$ cat config.mk
export PLATFORM = sky130hd
export DESIGN_NAME = mcu_memory_map_decode
export DESIGN_NICKNAME = d
export VERILOG_FILES = /design/src/include/memory_map_pkg.sv /design/src/design/address_decode.sv /design/src/design/byte_memory.sv /design/src/design/mcu_memory_map_decode.sv
export SDC_FILE = /design/constraint.sdc
export NUM_CORES = 2
export LEC_CHECK = 0
export BUFFER_PORTS_ARGS = -buffer_cell sky130_fd_sc_hd__buf_4
export CAP_MARGIN = 20
export CORE_AREA = 5 5 389 774
export CTS_CLUSTER_SIZE = 40
export DETAILED_ROUTE_END_ITERATION = 10
export DIE_AREA = 0 0 394 779
export PLACE_DENSITY_LB_ADDON = 0.08
export SLEW_MARGIN = 20
export SYNTH_ARGS = -nofsm -noshare
export SYNTH_HDL_FRONTEND = slang
export SYNTH_HIERARCHICAL = 1
export SYNTH_SLANG_ARGS = --single-unit
$ cat constraint.sdc
create_clock -name aclk -period 7.9 [get_ports aclk]
set_clock_uncertainty 0.05 [all_clocks]
set_input_delay 1.185 -clock aclk [delete_from_list [all_inputs] [get_ports aclk]]
set_output_delay 1.185 -clock aclk [all_outputs]
set_load 0.02 [all_outputs]
$ cat src/include/memory_map_pkg.sv
// constants for the memory map decoder and register page
package memory_map_pkg;
  localparam int          ADDR_W        = 14;
  localparam int          DATA_W        = 8;
  localparam logic [13:0] IO_BASE       = 14'h0000;
  localparam logic [13:0] IO_LAST       = 14'h001f;
  localparam logic [13:0] PAGE0_BASE    = 14'h0020;
  localparam logic [13:0] PAGE0_LAST    = 14'h004f;
  localparam logic [13:0] RAM_BASE      = 14'h0050;
  localparam logic [13:0] RAM_LAST      = 14'h010f;
  localparam int          RAM_BYTES     = 192;
  localparam logic [13:0] STACK_TOP     = 14'h00ff;
  localparam logic [13:0] STACK_BOTTOM  = 14'h00c0;
  localparam logic [13:0] DEE_BASE      = 14'h0140;
  localparam logic [13:0] DEE_LAST      = 14'h01bf;
  localparam logic [13:0] PROG_BASE     = 14'h1fc0;
  localparam logic [13:0] PROG_LAST     = 14'h3eff;
  localparam logic [13:0] VEC_BASE      = 14'h3ff0;
  localparam logic [13:0] VEC_LAST      = 14'h3fff;
  // register page offsets
  localparam logic [4:0] OFF_PORT_A_DATA = 5'h00;
  localparam logic [4:0] OFF_PORT_B_DATA = 5'h01;
  localparam logic [4:0] OFF_PORT_C_DATA = 5'h02;
  localparam logic [4:0] OFF_PORT_D_DATA = 5'h03;
  localparam logic [4:0] OFF_PORT_A_DIR  = 5'h04;
  localparam logic [4:0] OFF_PORT_B_DIR  = 5'h05;
  localparam logic [4:0] OFF_PORT_C_DIR  = 5'h06;
  localparam logic [4:0] OFF_PORT_D_DIR  = 5'h07;
  localparam logic [4:0] OFF_SER_CTRL    = 5'h0a;
  localparam logic [4:0] OFF_SER_STAT    = 5'h0b;
  localparam logic [4:0] OFF_SER_DATA    = 5'h0c;
  localparam logic [4:0] OFF_TMR_CTRL    = 5'h12;
  localparam logic [4:0] OFF_TMR_STAT    = 5'h13;
  localparam logic [4:0] OFF_CAP_HI      = 5'h14;
  localparam logic [4:0] OFF_CAP_LO      = 5'h15;
  localparam logic [4:0] OFF_CMP_HI      = 5'h16;
  localparam logic [4:0] OFF_CMP_LO      = 5'h17;
  localparam logic [4:0] OFF_CNT_HI      = 5'h18;
  localparam logic [4:0] OFF_CNT_LO      = 5'h19;
  localparam logic [4:0] OFF_CNT2_HI     = 5'h1a;
  localparam logic [4:0] OFF_CNT2_LO     = 5'h1b;
  localparam logic [4:0] OFF_NVM_CTRL    = 5'h1c;
  localparam logic [4:0] OFF_ADC_RESULT  = 5'h1d;
  localparam logic [4:0] OFF_ADC_CTRL    = 5'h1e;
  // implemented-bit masks and fixed read bits
  localparam logic [7:0] PB_DATA_MASK    = 8'he0;
  localparam logic [7:0] PD_DATA_MASK    = 8'ha0;
  localparam logic [7:0] PD_DATA_ONES    = 8'h10;
  localparam logic [7:0] PB_DIR_MASK     = 8'he0;
  localparam logic [7:0] PB_DIR_ONES     = 8'h1f;
  localparam logic [7:0] PD_DIR_MASK     = 8'h20;
  localparam logic [7:0] SER_CTRL_MASK   = 8'h50;
  localparam logic [7:0] TMR_CTRL_MASK   = 8'he3;
  localparam logic [7:0] NVM_CTRL_MASK   = 8'h5f;
  localparam logic [7:0] ADC_CTRL_MASK   = 8'h27;
  localparam logic [7:0] UNDEF_READ      = 8'h00;
  // cpu-side extras, byte addresses on the bus
  localparam logic [11:0] AXI_MEM_ADDR   = 12'h000;
  localparam logic [11:0] AXI_MEM_DATA   = 12'h004;
  localparam logic [11:0] AXI_MODE       = 12'h008;
  localparam logic [11:0] AXI_ACC        = 12'h00c;
  localparam logic [11:0] AXI_INDEX      = 12'h010;
  localparam logic [11:0] AXI_REGION     = 12'h014;
  localparam logic [11:0] AXI_EFF_ADDR   = 12'h018;
  localparam logic [1:0]  RESP_OKAY      = 2'b00;
  localparam logic [1:0]  RESP_SLVERR    = 2'b10;
  typedef enum logic [2:0] {REG_IO, REG_PAGE0, REG_RAM, REG_DEE, REG_PROG, REG_VEC, REG_NONE} region_t;
endpackage

$ cat src/design/address_decode.sv
// 14-bit address to region decoder with local offset
`timescale 1ns/100ps
module address_decode
  import memory_map_pkg::*;
(
  input  wire logic [13:0] addr,
  output region_t          region,
  output logic      [13:0] offset
);
  always_comb begin
    region = REG_NONE;
    offset = 14'h0000;
    if (addr <= IO_LAST) begin
      region = REG_IO;
      offset = addr - IO_BASE;
    end else if (addr >= PAGE0_BASE && addr <= PAGE0_LAST) begin
      region = REG_PAGE0;
      offset = addr - PAGE0_BASE;
    end else if (addr >= RAM_BASE && addr <= RAM_LAST) begin
      region = REG_RAM;
      offset = addr - RAM_BASE;
    end else if (addr >= DEE_BASE && addr <= DEE_LAST) begin
      region = REG_DEE;
      offset = addr - DEE_BASE;
    end else if (addr >= PROG_BASE && addr <= PROG_LAST) begin
      region = REG_PROG;
      offset = addr - PROG_BASE;
    end else if (addr >= VEC_BASE) begin
      region = REG_VEC;
      offset = addr - VEC_BASE;
    end
  end
endmodule // address_decode

$ cat src/design/byte_memory.sv
// single-port byte memory with registered read data
`timescale 1ns/100ps
module byte_memory #(
  parameter int DEPTH = 192,
  parameter int AW    = 8
) (
  input  wire logic          aclk,
  input  wire logic          we,
  input  wire logic [AW-1:0] addr,
  input  wire logic [7:0]    wdata,
  output logic      [7:0]    rdata
);
  logic [7:0] mem [DEPTH];

  always_ff @(posedge aclk) begin
    if (we) begin
      mem[addr] <= wdata;
    end
    rdata <= mem[addr];
  end
endmodule // byte_memory

$ cat src/design/mcu_memory_map_decode.sv
// memory map decoder, register page and cpu data registers behind axi4-lite
// What this block does
// - register page sits at 00 to 1f
// - unimplemented bits read undefined, writes dropped
// - 192 ram bytes at 50 to 10f
// - stack from ff down to c0
// - 128 byte data nvm at 140
// - data nvm written bytewise under control register
// - program nvm 1fc0 to 3eff
// - page zero nvm 20 to 4f
// - vector nvm 3ff0 to 3fff
// - user nvm writable only in bootloader mode
// - port data 0-3, direction 4-7
// - port b data bits 7-5 only
// - port d data bits 7,5; bit4 reads one
// - port b direction bits 4-0 read one
// - port d direction bit 5 only
// - capture high 14, low 15
// - compare high 16, low 17
// - second counter copy at 1a,1b
// - analog control 1e beside result 1d
// - 8-bit accumulator
// - 8-bit index register forms address
// - 14 address lines, 16 kbyte space
`timescale 1ns/100ps
module mcu_memory_map_decode
  import memory_map_pkg::*;
#(
  parameter int PROG_BYTES = 8000
) (
  input  wire logic        aclk,
  input  wire logic        aresetn,
  input  wire logic [11:0] s_axi_awaddr,
  input  wire logic        s_axi_awvalid,
  output logic             s_axi_awready,
  input  wire logic [31:0] s_axi_wdata,
  input  wire logic [3:0]  s_axi_wstrb,
  input  wire logic        s_axi_wvalid,
  output logic             s_axi_wready,
  output logic [1:0]       s_axi_bresp,
  output logic             s_axi_bvalid,
  input  wire logic        s_axi_bready,
  input  wire logic [11:0] s_axi_araddr,
  input  wire logic        s_axi_arvalid,
  output logic             s_axi_arready,
  output logic [31:0]      s_axi_rdata,
  output logic [1:0]       s_axi_rresp,
  output logic             s_axi_rvalid,
  input  wire logic        s_axi_rready,
  input  wire logic [7:0]  port_c_pins,
  input  wire logic [15:0] capture_value,
  input  wire logic [15:0] counter_value,
  input  wire logic [7:0]  analog_result,
  input  wire logic [7:0]  serial_status,
  input  wire logic [7:0]  timer_status,
  output logic [7:0]       port_a_out,
  output logic [7:0]       port_a_oe,
  output logic [7:0]       port_c_out,
  output logic [7:0]       port_c_oe,
  output logic [7:0]       nvm_control,
  output logic [7:0]       timer_control,
  output logic [15:0]      compare_value,
  output logic [7:0]       analog_control,
  output logic [5:0]       stack_index
);
  logic [7:0]  port_a_data, port_b_data, port_c_data, port_d_data;
  logic [7:0]  port_a_direction, port_b_direction, port_c_direction, port_d_direction;
  logic [7:0]  serial_control, serial_shift_data, compare_high, compare_low;
  logic [7:0]  nvm_program_control, analog_status_control;
  logic [7:0]  accumulator, index_reg;
  logic [13:0] mem_addr;
  logic        bootloader_mode;
  logic [7:0]  pc_sync1, pc_sync2;
  logic        aw_held, w_held;
  logic [11:0] aw_addr;
  logic [31:0] w_data;
  logic [3:0]  w_strb;
  logic        rd_pending, rd_wait;
  logic [11:0] ar_addr;
  region_t     region;
  logic [13:0] offset;
  logic        do_write, do_read;
  logic [7:0]  wbyte, io_rdata, ram_rdata, dee_rdata, pz_rdata;
  logic        ram_we, dee_we, user_we;
  function automatic logic [7:0] merge(input logic [7:0] mask, input logic [7:0] ones, input logic [7:0] v);
    return (v & mask) | ones;
  endfunction

  address_decode u_decode (
    .addr   (mem_addr),
    .region (region),
    .offset (offset)
  );

  // pin inputs pass two flops
  always_ff @(posedge aclk) begin
    pc_sync1 <= port_c_pins;
    pc_sync2 <= pc_sync1;
  end

  // write channel: address and data held independently
  assign s_axi_awready = !aw_held && !s_axi_bvalid;
  assign s_axi_wready  = !w_held && !s_axi_bvalid;
  assign do_write      = aw_held && w_held && !s_axi_bvalid;
  assign wbyte         = w_data[7:0];

  always_ff @(posedge aclk) begin
    if (!aresetn) begin
      aw_held      <= 1'b0;
      w_held       <= 1'b0;
      aw_addr      <= 12'h000;
      w_data       <= 32'h0;
      w_strb       <= 4'h0;
      s_axi_bvalid <= 1'b0;
      s_axi_bresp  <= RESP_OKAY;
    end else begin
      if (s_axi_awvalid && s_axi_awready) begin
        aw_held <= 1'b1;
        aw_addr <= s_axi_awaddr;
      end
      if (s_axi_wvalid && s_axi_wready) begin
        w_held <= 1'b1;
        w_data <= s_axi_wdata;
        w_strb <= s_axi_wstrb;
      end
      if (do_write) begin
        aw_held      <= 1'b0;
        w_held       <= 1'b0;
        s_axi_bvalid <= 1'b1;
        s_axi_bresp  <= (aw_addr > AXI_EFF_ADDR || aw_addr[1:0] != 2'b00) ? RESP_SLVERR : RESP_OKAY;
      end else if (s_axi_bvalid && s_axi_bready) begin
        s_axi_bvalid <= 1'b0;
      end
    end
  end

  // write side decode to the addressed window
  logic wr_mem;
  assign wr_mem  = do_write && aw_addr == AXI_MEM_DATA && w_strb[0];
  assign ram_we  = wr_mem && region == REG_RAM;
  // data nvm byte write needs program enable bit 0
  assign dee_we  = wr_mem && region == REG_DEE && nvm_program_control[0];
  // user nvm writes only in bootloader mode
  assign user_we = wr_mem && region == REG_PAGE0 && bootloader_mode;

  byte_memory #(.DEPTH(RAM_BYTES), .AW(8)) u_ram (
    .aclk  (aclk),
    .we    (ram_we),
    .addr  (offset[7:0]),
    .wdata (wbyte),
    .rdata (ram_rdata)
  );

  // data and page zero nvm storage
  byte_memory #(.DEPTH(int'(DEE_LAST - DEE_BASE) + 1), .AW(7)) u_dee (
    .aclk(aclk), .we(dee_we), .addr(offset[6:0]), .wdata(wbyte), .rdata(dee_rdata)
  );
  byte_memory #(.DEPTH(int'(PAGE0_LAST - PAGE0_BASE) + 1), .AW(6)) u_page0 (
    .aclk(aclk), .we(user_we), .addr(offset[5:0]), .wdata(wbyte), .rdata(pz_rdata)
  );
  // cpu-side register writes
  always_ff @(posedge aclk) begin
    if (!aresetn) begin
      mem_addr        <= 14'h0000;
      bootloader_mode <= 1'b0;
      accumulator     <= 8'h00;
      index_reg       <= 8'h00;
    end else if (do_write && w_strb[0]) begin
      unique case (aw_addr)
        AXI_MEM_ADDR: mem_addr        <= w_data[13:0];
        AXI_MODE:     bootloader_mode <= w_data[0];
        AXI_ACC:      accumulator     <= wbyte;
        AXI_INDEX:    index_reg       <= wbyte;
        default:      ;
      endcase
    end
  end
  assign stack_index = 6'(STACK_TOP - STACK_BOTTOM) & mem_addr[5:0];
  // register page writes
  logic io_we;
  assign io_we = wr_mem && region == REG_IO;
  always_ff @(posedge aclk) begin
    if (!aresetn) begin
      port_a_data <= 8'h00;
      port_b_data <= 8'h00;
      port_c_data <= 8'h00;
      port_d_data <= 8'h00;
      port_a_direction <= 8'h00;
      port_b_direction <= 8'h00;
      port_c_direction <= 8'h00;
      port_d_direction <= 8'h00;
      serial_control <= 8'h00;
      serial_shift_data <= 8'h00;
      timer_control <= 8'h00;
      compare_high <= 8'h00;
      compare_low <= 8'h00;
      nvm_program_control <= 8'h00;
      analog_status_control <= 8'h00;
    end else if (io_we) begin
      unique case (offset[4:0])
        OFF_PORT_A_DATA: port_a_data <= wbyte;
        OFF_PORT_B_DATA: port_b_data <= wbyte & PB_DATA_MASK;
        OFF_PORT_C_DATA: port_c_data <= wbyte;
        // port d data bits 7 and 5
        OFF_PORT_D_DATA: port_d_data <= wbyte & PD_DATA_MASK;
        OFF_PORT_A_DIR:  port_a_direction <= wbyte;
        OFF_PORT_B_DIR:  port_b_direction <= wbyte & PB_DIR_MASK;
        OFF_PORT_C_DIR:  port_c_direction <= wbyte;
        OFF_PORT_D_DIR:  port_d_direction <= wbyte & PD_DIR_MASK;
        OFF_SER_CTRL:    serial_control <= wbyte & SER_CTRL_MASK;
        OFF_SER_DATA:    serial_shift_data <= wbyte;
        OFF_TMR_CTRL:    timer_control <= wbyte & TMR_CTRL_MASK;
        OFF_CMP_HI:      compare_high <= wbyte;
        OFF_CMP_LO:      compare_low <= wbyte;
        OFF_NVM_CTRL:    nvm_program_control <= wbyte & NVM_CTRL_MASK;
        OFF_ADC_CTRL:    analog_status_control <= wbyte & ADC_CTRL_MASK;
        default:         ;
      endcase
    end
  end

  assign port_a_out     = port_a_data;
  assign port_a_oe      = port_a_direction;
  assign port_c_out     = port_c_data;
  assign port_c_oe      = port_c_direction;
  assign nvm_control    = nvm_program_control;
  assign compare_value  = {compare_high, compare_low};
  assign analog_control = analog_status_control;
  // register page read mux
  always_comb begin
    unique case (offset[4:0])
      OFF_PORT_A_DATA: io_rdata = port_a_data;
      OFF_PORT_B_DATA: io_rdata = merge(PB_DATA_MASK, 8'h00, port_b_data);
      OFF_PORT_C_DATA: io_rdata = (port_c_data & port_c_direction) | (pc_sync2 & ~port_c_direction);
      OFF_PORT_D_DATA: io_rdata = merge(PD_DATA_MASK, PD_DATA_ONES, port_d_data);
      OFF_PORT_A_DIR:  io_rdata = port_a_direction;
      OFF_PORT_B_DIR:  io_rdata = merge(PB_DIR_MASK, PB_DIR_ONES, port_b_direction);
      OFF_PORT_C_DIR:  io_rdata = port_c_direction;
      OFF_PORT_D_DIR:  io_rdata = merge(PD_DIR_MASK, 8'h00, port_d_direction);
      OFF_SER_CTRL:    io_rdata = serial_control;
      OFF_SER_STAT:    io_rdata = serial_status;
      OFF_SER_DATA:    io_rdata = serial_shift_data;
      OFF_TMR_CTRL:    io_rdata = timer_control;
      OFF_TMR_STAT:    io_rdata = timer_status;
      OFF_CAP_HI:      io_rdata = capture_value[15:8];
      OFF_CAP_LO:      io_rdata = capture_value[7:0];
      OFF_CMP_HI:      io_rdata = compare_high;
      OFF_CMP_LO:      io_rdata = compare_low;
      OFF_CNT_HI:      io_rdata = counter_value[15:8];
      OFF_CNT_LO:      io_rdata = counter_value[7:0];
      OFF_CNT2_HI:     io_rdata = counter_value[15:8];
      OFF_CNT2_LO:     io_rdata = counter_value[7:0];
      OFF_NVM_CTRL:    io_rdata = nvm_program_control;
      OFF_ADC_RESULT:  io_rdata = analog_result;
      OFF_ADC_CTRL:    io_rdata = analog_status_control;
      default:         io_rdata = UNDEF_READ;
    endcase
  end

  // read channel: one cycle wait so memory data settles
  assign s_axi_arready = !rd_pending && !s_axi_rvalid;
  assign do_read       = rd_pending && !rd_wait;

  region_t rd_region;
  always_ff @(posedge aclk) begin
    rd_region <= region;
  end
  logic [7:0] mem_byte;
  always_comb begin
    unique case (rd_region)
      REG_IO:    mem_byte = io_rdata;
      REG_RAM:   mem_byte = ram_rdata;
      REG_DEE:   mem_byte = dee_rdata;
      REG_PAGE0: mem_byte = pz_rdata;
      default:   mem_byte = UNDEF_READ;
    endcase
  end

  always_ff @(posedge aclk) begin
    if (!aresetn) begin
      rd_pending   <= 1'b0;
      rd_wait      <= 1'b0;
      ar_addr      <= 12'h000;
      s_axi_rvalid <= 1'b0;
      s_axi_rdata  <= 32'h0;
      s_axi_rresp  <= RESP_OKAY;
    end else begin
      if (s_axi_arvalid && s_axi_arready) begin
        rd_pending <= 1'b1;
        rd_wait    <= 1'b1;
        ar_addr    <= s_axi_araddr;
      end else if (rd_wait) begin
        rd_wait <= 1'b0;
      end
      if (do_read) begin
        rd_pending   <= 1'b0;
        s_axi_rvalid <= 1'b1;
        s_axi_rresp  <= RESP_OKAY;
        unique case (ar_addr)
          AXI_MEM_ADDR: s_axi_rdata <= {18'h0, mem_addr};
          AXI_MEM_DATA: s_axi_rdata <= {24'h0, mem_byte};
          AXI_MODE:     s_axi_rdata <= {31'h0, bootloader_mode};
          AXI_ACC:      s_axi_rdata <= {24'h0, accumulator};
          AXI_INDEX:    s_axi_rdata <= {24'h0, index_reg};
          AXI_REGION:   s_axi_rdata <= {29'h0, region};
          AXI_EFF_ADDR: s_axi_rdata <= {18'h0, mem_addr + {6'h00, index_reg}};
          default: begin
            s_axi_rdata <= 32'h0;
            s_axi_rresp <= RESP_SLVERR;
          end
        endcase
      end else if (s_axi_rvalid && s_axi_rready) begin
        s_axi_rvalid <= 1'b0;
      end
    end
  end

  // port b data low bits never set
  AST_PB_LOW: assert property (@(posedge aclk) disable iff (!aresetn) port_b_data[4:0] == 5'h00)
    else $error("port b data low bits set");
  // port d direction only bit 5
  AST_PD_DIR: assert property (@(posedge aclk) disable iff (!aresetn) (port_d_direction & ~PD_DIR_MASK) == 8'h00)
    else $error("port d direction stray bit");
  // no user nvm write in user mode
  AST_BOOT: assert property (@(posedge aclk) disable iff (!aresetn) user_we |-> bootloader_mode)
    else $error("user nvm written outside bootloader");
  AST_DEE: assert property (@(posedge aclk) disable iff (!aresetn) dee_we |-> nvm_program_control[0])
    else $error("data nvm written without enable");
  AST_IO: assert property (@(posedge aclk) disable iff (!aresetn) region == REG_IO |-> mem_addr <= IO_LAST)
    else $error("register page decoded out of range");
  AST_RAM: assert property (@(posedge aclk) disable iff (!aresetn)
    (mem_addr >= RAM_BASE && mem_addr <= RAM_LAST) |-> region == REG_RAM)
    else $error("ram address not decoded");
  AST_PROG: assert property (@(posedge aclk) disable iff (!aresetn) region == REG_PROG |-> offset < 14'(PROG_BYTES))
    else $error("program window too large");
  // read answer three edges after address
  AST_RD: assert property (@(posedge aclk) disable iff (!aresetn)
    (s_axi_arvalid && s_axi_arready) |-> ##3 s_axi_rvalid)
    else $error("read answer late");
  AST_ACC: assert property (@(posedge aclk) disable iff (!aresetn)
    (do_write && w_strb[0] && aw_addr == AXI_ACC) |=> accumulator == $past(wbyte))
    else $error("accumulator not written");
endmodule // mcu_memory_map_decode

# Yosys cells after proc, flatten, opt, wreduce, memory -nomap -nowiden

Memories as Yosys holds them, arrays and structs flattened. A register that Yosys moved wholly into a read port is not among the register bits.
Cells that the tools add are included.

Add/subtract/negate cells: 6
Order comparisons: 11
Equal/unequal tests: 39
Muxes and demuxes: 28
Bitwise gates (word level): 5
Reduce and logical (&&, ||, !) cells: 63

Operator list:

| kind                 | count |
|---|---|
| $pmux 8 s22          | 1 |
| $pmux 14 s7          | 1 |
| $eq 5x5->1 const B   | 13 |
| $eq 12x4->1 const B  | 4 |
| $eq 12x5->1 const B  | 4 |
| $mux 8               | 6 |
| $reduce_and 2->1     | 19 |
| $pmux 8 s4           | 1 |
| $le 14x9->1 const B  | 2 |
| $eq 12x3->1 const B  | 2 |
| $logic_and 1x1->1    | 24 |
| $logic_not 12->1     | 2 |
| $eq 5x3->1 const B   | 4 |
| $and 8x8->8          | 2 |
| $sub 8x7->8 const B  | 2 |
| $sub 8x8->8 const B  | 2 |
| $eq 5x4->1 const B   | 3 |
| $mux 3               | 5 |
| $add 14x8->14        | 1 |
| $ge 14x13->1 const B | 1 |
| $ge 14x14->1 const B | 1 |
| $ge 14x6->1 const B  | 1 |
| $ge 14x7->1 const B  | 1 |
| $ge 14x9->1 const B  | 1 |
| other kinds (21)     | 49 |

Register bits: 213
Memory bits (writable): 2,944
Bits of input ports: 131
Output and inout port bits: 119
Memories kept: 3

Memory list:

| memory      | depth | width | read ports | clocked after memory_dff | wr ports | RTL line          | text |
|---|---|---|---|---|---|---|---|
| u_ram.mem   | 192   | 8     | 1          | 1                        | 1        | byte_memory.sv:13 | `logic [7:0] mem [DEPTH];` |
| u_dee.mem   | 128   | 8     | 1          | 1                        | 1        | byte_memory.sv:13 |  |
| u_page0.mem | 48    | 8     | 1          | 1                        | 1        | byte_memory.sv:13 |  |

# Longest topological paths before layout

Depth after elaboration: 12
Depth in mapped cells: 21

# Cells and area by module

The synthesis kept the hierarchy.

Modules (own cells, without submodules):

| module                | times used | cells each | area an instance (sq um) | seq. area each (sq um) |
|---|---|---|---|---|
| byte_memory (u_ram)   | 1          | 2,793      | 59,647.2                 | 46,284.4 |
| byte_memory (u_dee)   | 1          | 2,475      | 40,433.8                 | 30,909.6 |
| byte_memory (u_page0) | 1          | 881        | 15,264.6                 | 11,691.2 |
| mcu_memory_map_decode | 1          | 1,081      | 9,638.0                  | 3,863.7 |
| address_decode        | 1          | 157        | 1,032.2                  | 0.0 |

# Worst setup path after synthesis

Ideal clock, no wire load.

Path type: register to register
From: reg w_data[6]
To: reg timer_control[6]
Library setup time: 0.110 ns
Arrival: 6.234 ns
Slack: 1.506 ns
Cell stages (with the launch flop): 3
Period minus slack after synthesis: 6.394 ns
Path through: dfxtp_1 nand2_1 o21ai_0

RTL lines:

| what                     | RTL line                     | text |
|---|---|---|
| start: declaration       | mcu_memory_map_decode.sv:76  | `logic [31:0] w_data;` |
| start signal: assignment | mcu_memory_map_decode.sv:123 | `w_data <= s_axi_wdata;` |
| end signal: assignment   | mcu_memory_map_decode.sv:212 | `OFF_TMR_CTRL: timer_control <= wbyte & TMR_CTRL_MASK;` |
| end: declaration         | mcu_memory_map_decode.sv:61  | `output logic [7:0] timer_control,` |

# Final worst setup path

From: reg mem_addr[6]
To: reg u_dee.rdata[1], read port of u_dee.mem

Word-level cells in the longest chain between the ends: 7
Elaborated cells on any way between the ends: 25
Those cells by class: add/sub: 5; order compare: 10; mux: 6; reduce/logical: 4

Ends and longest elaborated chain:

| what                                               | RTL line                                   | text |
|---|---|---|
| start: declaration                                 | mcu_memory_map_decode.sv:71                | `logic [13:0] mem_addr;` |
| start signal: assignment                           | mcu_memory_map_decode.sv:170               | `AXI_MEM_ADDR: mem_addr <= w_data[13:0];` |
| $ge 14x14->1, or another cell as far along         | address_decode.sv:28                       | `end else if (addr >= VEC_BASE) begin` |
| $mux 8 / $logic_and 1x1->1 (equally long branches) | address_decode.sv:28, address_decode.sv:25 |  |
| $mux 8                                             | address_decode.sv:25                       | `end else if (addr >= PROG_BASE && addr <= PROG_LAST) begin` |
| $mux 8                                             | address_decode.sv:22                       | `end else if (addr >= DEE_BASE && addr <= DEE_LAST) begin` |
| $mux 8                                             | address_decode.sv:19                       | `end else if (addr >= RAM_BASE && addr <= RAM_LAST) begin` |
| $mux 8                                             | address_decode.sv:16                       | `end else if (addr >= PAGE0_BASE && addr <= PAGE0_LAST) begin` |
| $mux 8 (*)                                         | address_decode.sv:13                       | `if (addr <= IO_LAST) begin` |
| via offset[1]                                      | mcu_memory_map_decode.sv:81                | `logic [13:0] offset;` |
| end: declaration                                   | byte_memory.sv:11                          | `output logic [7:0] rdata` |

The timed path passes the listed nets; every way through them passes the cells marked *.
A chain may end at the register's enable or synchronous reset.

==> metrics <==
grt total ovfl=0; top register by number of flip-flops=u_ram/mem; number of design rule violations left after detail routing=0; Achievable Freq=0.157 GHz; part of the power in combinational logic=1.7%; category of the most critical setup path=reg2reg; slowest CP cell=sky130_fd_sc_hd__a2111oi_0; cts hold-fix bufs=0; synthesis-to-finish area growth=12.4%; number of nets at the end of the flow=7,794; part of the total power dissipated in sequential elements=56.3%; clock tree sinks=3,161; total of max-cap violations=0; WL/cell=34.6 um; first-pass GRT wire length=564,000 um; endpoints failing hold=0; detailed-routing iteration count for the pre-antenna-repair pass=9; number of buffers created by CTS=287; Routed Wire Length=405,000 um; vias in the first global route=72,951; number of warnings issued by yosys=6; slew at the pin closest to its max-slew limit=1.28 ns; die footprint=307,000 um^2; TritonCTS clock tree=yes; Gate Count Post-Synth=7,336; vias after detailed routing=71,475; via density per instance=6.11; largest registers=u_ram/mem (1536), u_dee/mem (1024), u_page0/mem (384); number of buffer and inverter stages on the critical path=4; switching portion of total power=20.4%; maximum clock insertion buffer count=4; post-synthesis instance area=126,000 um^2; ordered list of cells on the worst path=inv_1 -> ha_1 -> nor2b_1 -> o221ai_1 -> a21oi_1 -> buf_4 -> nand2_1 -> and2_4 -> buf_4 -> nor2b_4 -> buf_4 -> nand2_1 -> o21ai_0 -> a21oi_1 -> a2111oi_0 -> nor3_1 -> nand3_1; power per cell area=231 nW/um^2; type of origin of the critical path=flop; initial antenna violation count=16; time the worst path needs with I/O delays and setup=6.36 ns; CP dominant cell by count=sky130_fd_sc_hd__buf_4; buffer type at the clock tree root=sky130_fd_sc_hd__clkbuf_16; delay of the slowest critical-path stage=0.89 ns; peak fanout along the critical path=33; overall die width=394 um; number of rows created at floorplan=282; Post-CTS Setup Inserts=0; GP Congestion=0.901; flip-flop count of the largest register after layout=1,536; total chip power=32.7 mW; class of the most critical hold timing path=reg2reg; Pleak=43.3 nW; insertion delay of the later-clocked pin in the worst-skew pair=0.88 ns; internal portion of total power=26.0 mW; worst IR drop on VDD=0.000165 V; crit end category=flop; Pins Over Slew Limit=0; worst endpoint required time=8.66 ns; CORE AREA=294,000 um^2; clock slew seen by the registers of the worst setup and hold paths=0.06 ns; share of final-layout standard cells stronger than drive strength 1=19.2%; unrepaired setup endpoints after global routing=false; number of fillers in the final layout=25,028; Max-Slew Margin vs Limit=14.4%; share of total power in the clock network=42.0%; count of boundary I/O pins=250; worst hold slack=0.279 ns; Starting Density=42.7%; Finish-stage setup viols=0; Arrival @ worst endpoint=7.11 ns; initial DRC count=6,672; result of the run=finished, final reports clean; CTS H-tree lvls=5; Die Ht=779 um; number of buffer cells added on primary ports=199; post-route clock period utilization=80.5%; final antenna-violating net count=0; kind of cell with the highest combined delay on the critical path=simple AND/OR/NAND/NOR gates; TNS Setup=0 ns; final core area utilization=48.0%; global routing usage summed across all routing layers=25.8%; average cell area after synthesis=17.1 um^2; placed wire-length estimate=270,000 um; Sw Pwr=6.66 mW; maximum number of pins on one net before global-route repair=176; Post-CTS Resized=0
-- placed cells by master (no fill, tap or decap), types with 22 or more instances in the layout --
master                      instances
sky130_fd_sc_hd__a211oi_1          30
sky130_fd_sc_hd__a21boi_0          42
sky130_fd_sc_hd__a21oi_1          192
sky130_fd_sc_hd__a221o_1           34
sky130_fd_sc_hd__a221oi_1         297
sky130_fd_sc_hd__a22o_1            55
sky130_fd_sc_hd__a22oi_1          246
sky130_fd_sc_hd__and2_1            26
sky130_fd_sc_hd__and3_1            22
sky130_fd_sc_hd__buf_12            39
sky130_fd_sc_hd__buf_4            476
sky130_fd_sc_hd__clkbuf_1          61
sky130_fd_sc_hd__clkbuf_16        296
sky130_fd_sc_hd__clkinv_1          59
sky130_fd_sc_hd__clkinv_2          39
sky130_fd_sc_hd__conb_1            29
sky130_fd_sc_hd__dfxtp_1          209
sky130_fd_sc_hd__edfxtp_1        2944
sky130_fd_sc_hd__inv_1             24
sky130_fd_sc_hd__mux2_2           108
sky130_fd_sc_hd__mux2i_1          275
sky130_fd_sc_hd__mux4_2           382
sky130_fd_sc_hd__nand2_1          335
sky130_fd_sc_hd__nand2b_1          26
sky130_fd_sc_hd__nand3_1          166
sky130_fd_sc_hd__nand4_1           33
sky130_fd_sc_hd__nor2_1           535
sky130_fd_sc_hd__nor2b_1           81
sky130_fd_sc_hd__nor3_1            42
sky130_fd_sc_hd__o211ai_1          30
sky130_fd_sc_hd__o21ai_0          205
sky130_fd_sc_hd__o221ai_1          36
sky130_fd_sc_hd__o22ai_1           60
-- per-layer routing --
| metal | global-route usage [%] | vias to the layer above | part of all wire [%] | routed length (um) |
|---|---|---|---|---|
| li1 | - | 30210 | - | - |
| met1 | 28.0 | 37770 | 34 | 138000 |
| met2 | 47.8 | 2678 | 54 | 218000 |
| met3 | 3.69 | 815 | 5.1 | 20700 |
| met4 | 15.1 | 2 | 7.1 | 28600 |
| met5 | 0 | - | 0.0032 | 13 |
-- final timing paths --
check	start	to	slack, ns	depth (start not counted)
worst max-delay path	mem_addr[6]$_SDFFE_PN0P_	u_dee/rdata[1]$_DFF_P_	1.54	17
worst max register to register	mem_addr[6]$_SDFFE_PN0P_	u_dee/rdata[1]$_DFF_P_	1.54	17
worst min-delay path	pc_sync1[3]$_DFF_P_	pc_sync2[3]$_DFF_P_	0.28	0
worst min register to register	pc_sync1[3]$_DFF_P_	pc_sync2[3]$_DFF_P_	0.28	0
-- power by group through the flow --
stage / clock network, mW / registers (mW) / logic [mW]
2_1_floorplan: 0 / 19.0 / 0.128
3_3_place_gp: 0 / 18.8 / 0.539
3_5_place_dp: 0 / 18.8 / 0.560
4_1_cts: 14.0 / 18.4 / 0.560
5_1_grt: 14.6 / 18.4 / 0.591
6_report: 13.7 / 18.4 / 0.548
-- layout make-up --
type                            instances  area (um^2)  share of cell area (%)
Sequential cell                      3161        92800                    65.7
Multi-Input combinational cell       3648        30300                    21.4
Clock buffer                          365         7740                    5.48
Tap cell                             3834         4800                    3.40
Timing Repair Buffer                  515         4350                    3.08
Clock inverter                        138         1170                   0.832
Inverter                               28          108                  0.0762
Antenna cell                           16         40.0                  0.0283
-- per-stage QoR --
stage | std cells | setup WS (ns) | area, um^2
finish | 11705 | 1.54 | 141000
global route | 11692 | 1.37 | 141000
CTS | 11689 | 1.67 | 141000
detailed placement | 11186 | 1.69 | 132000
global placement | 11185 | 1.72 | 132000
floorplan | 7364 | 1.51 | 126000
Note: power is estimated with default switching activity, not from simulation.
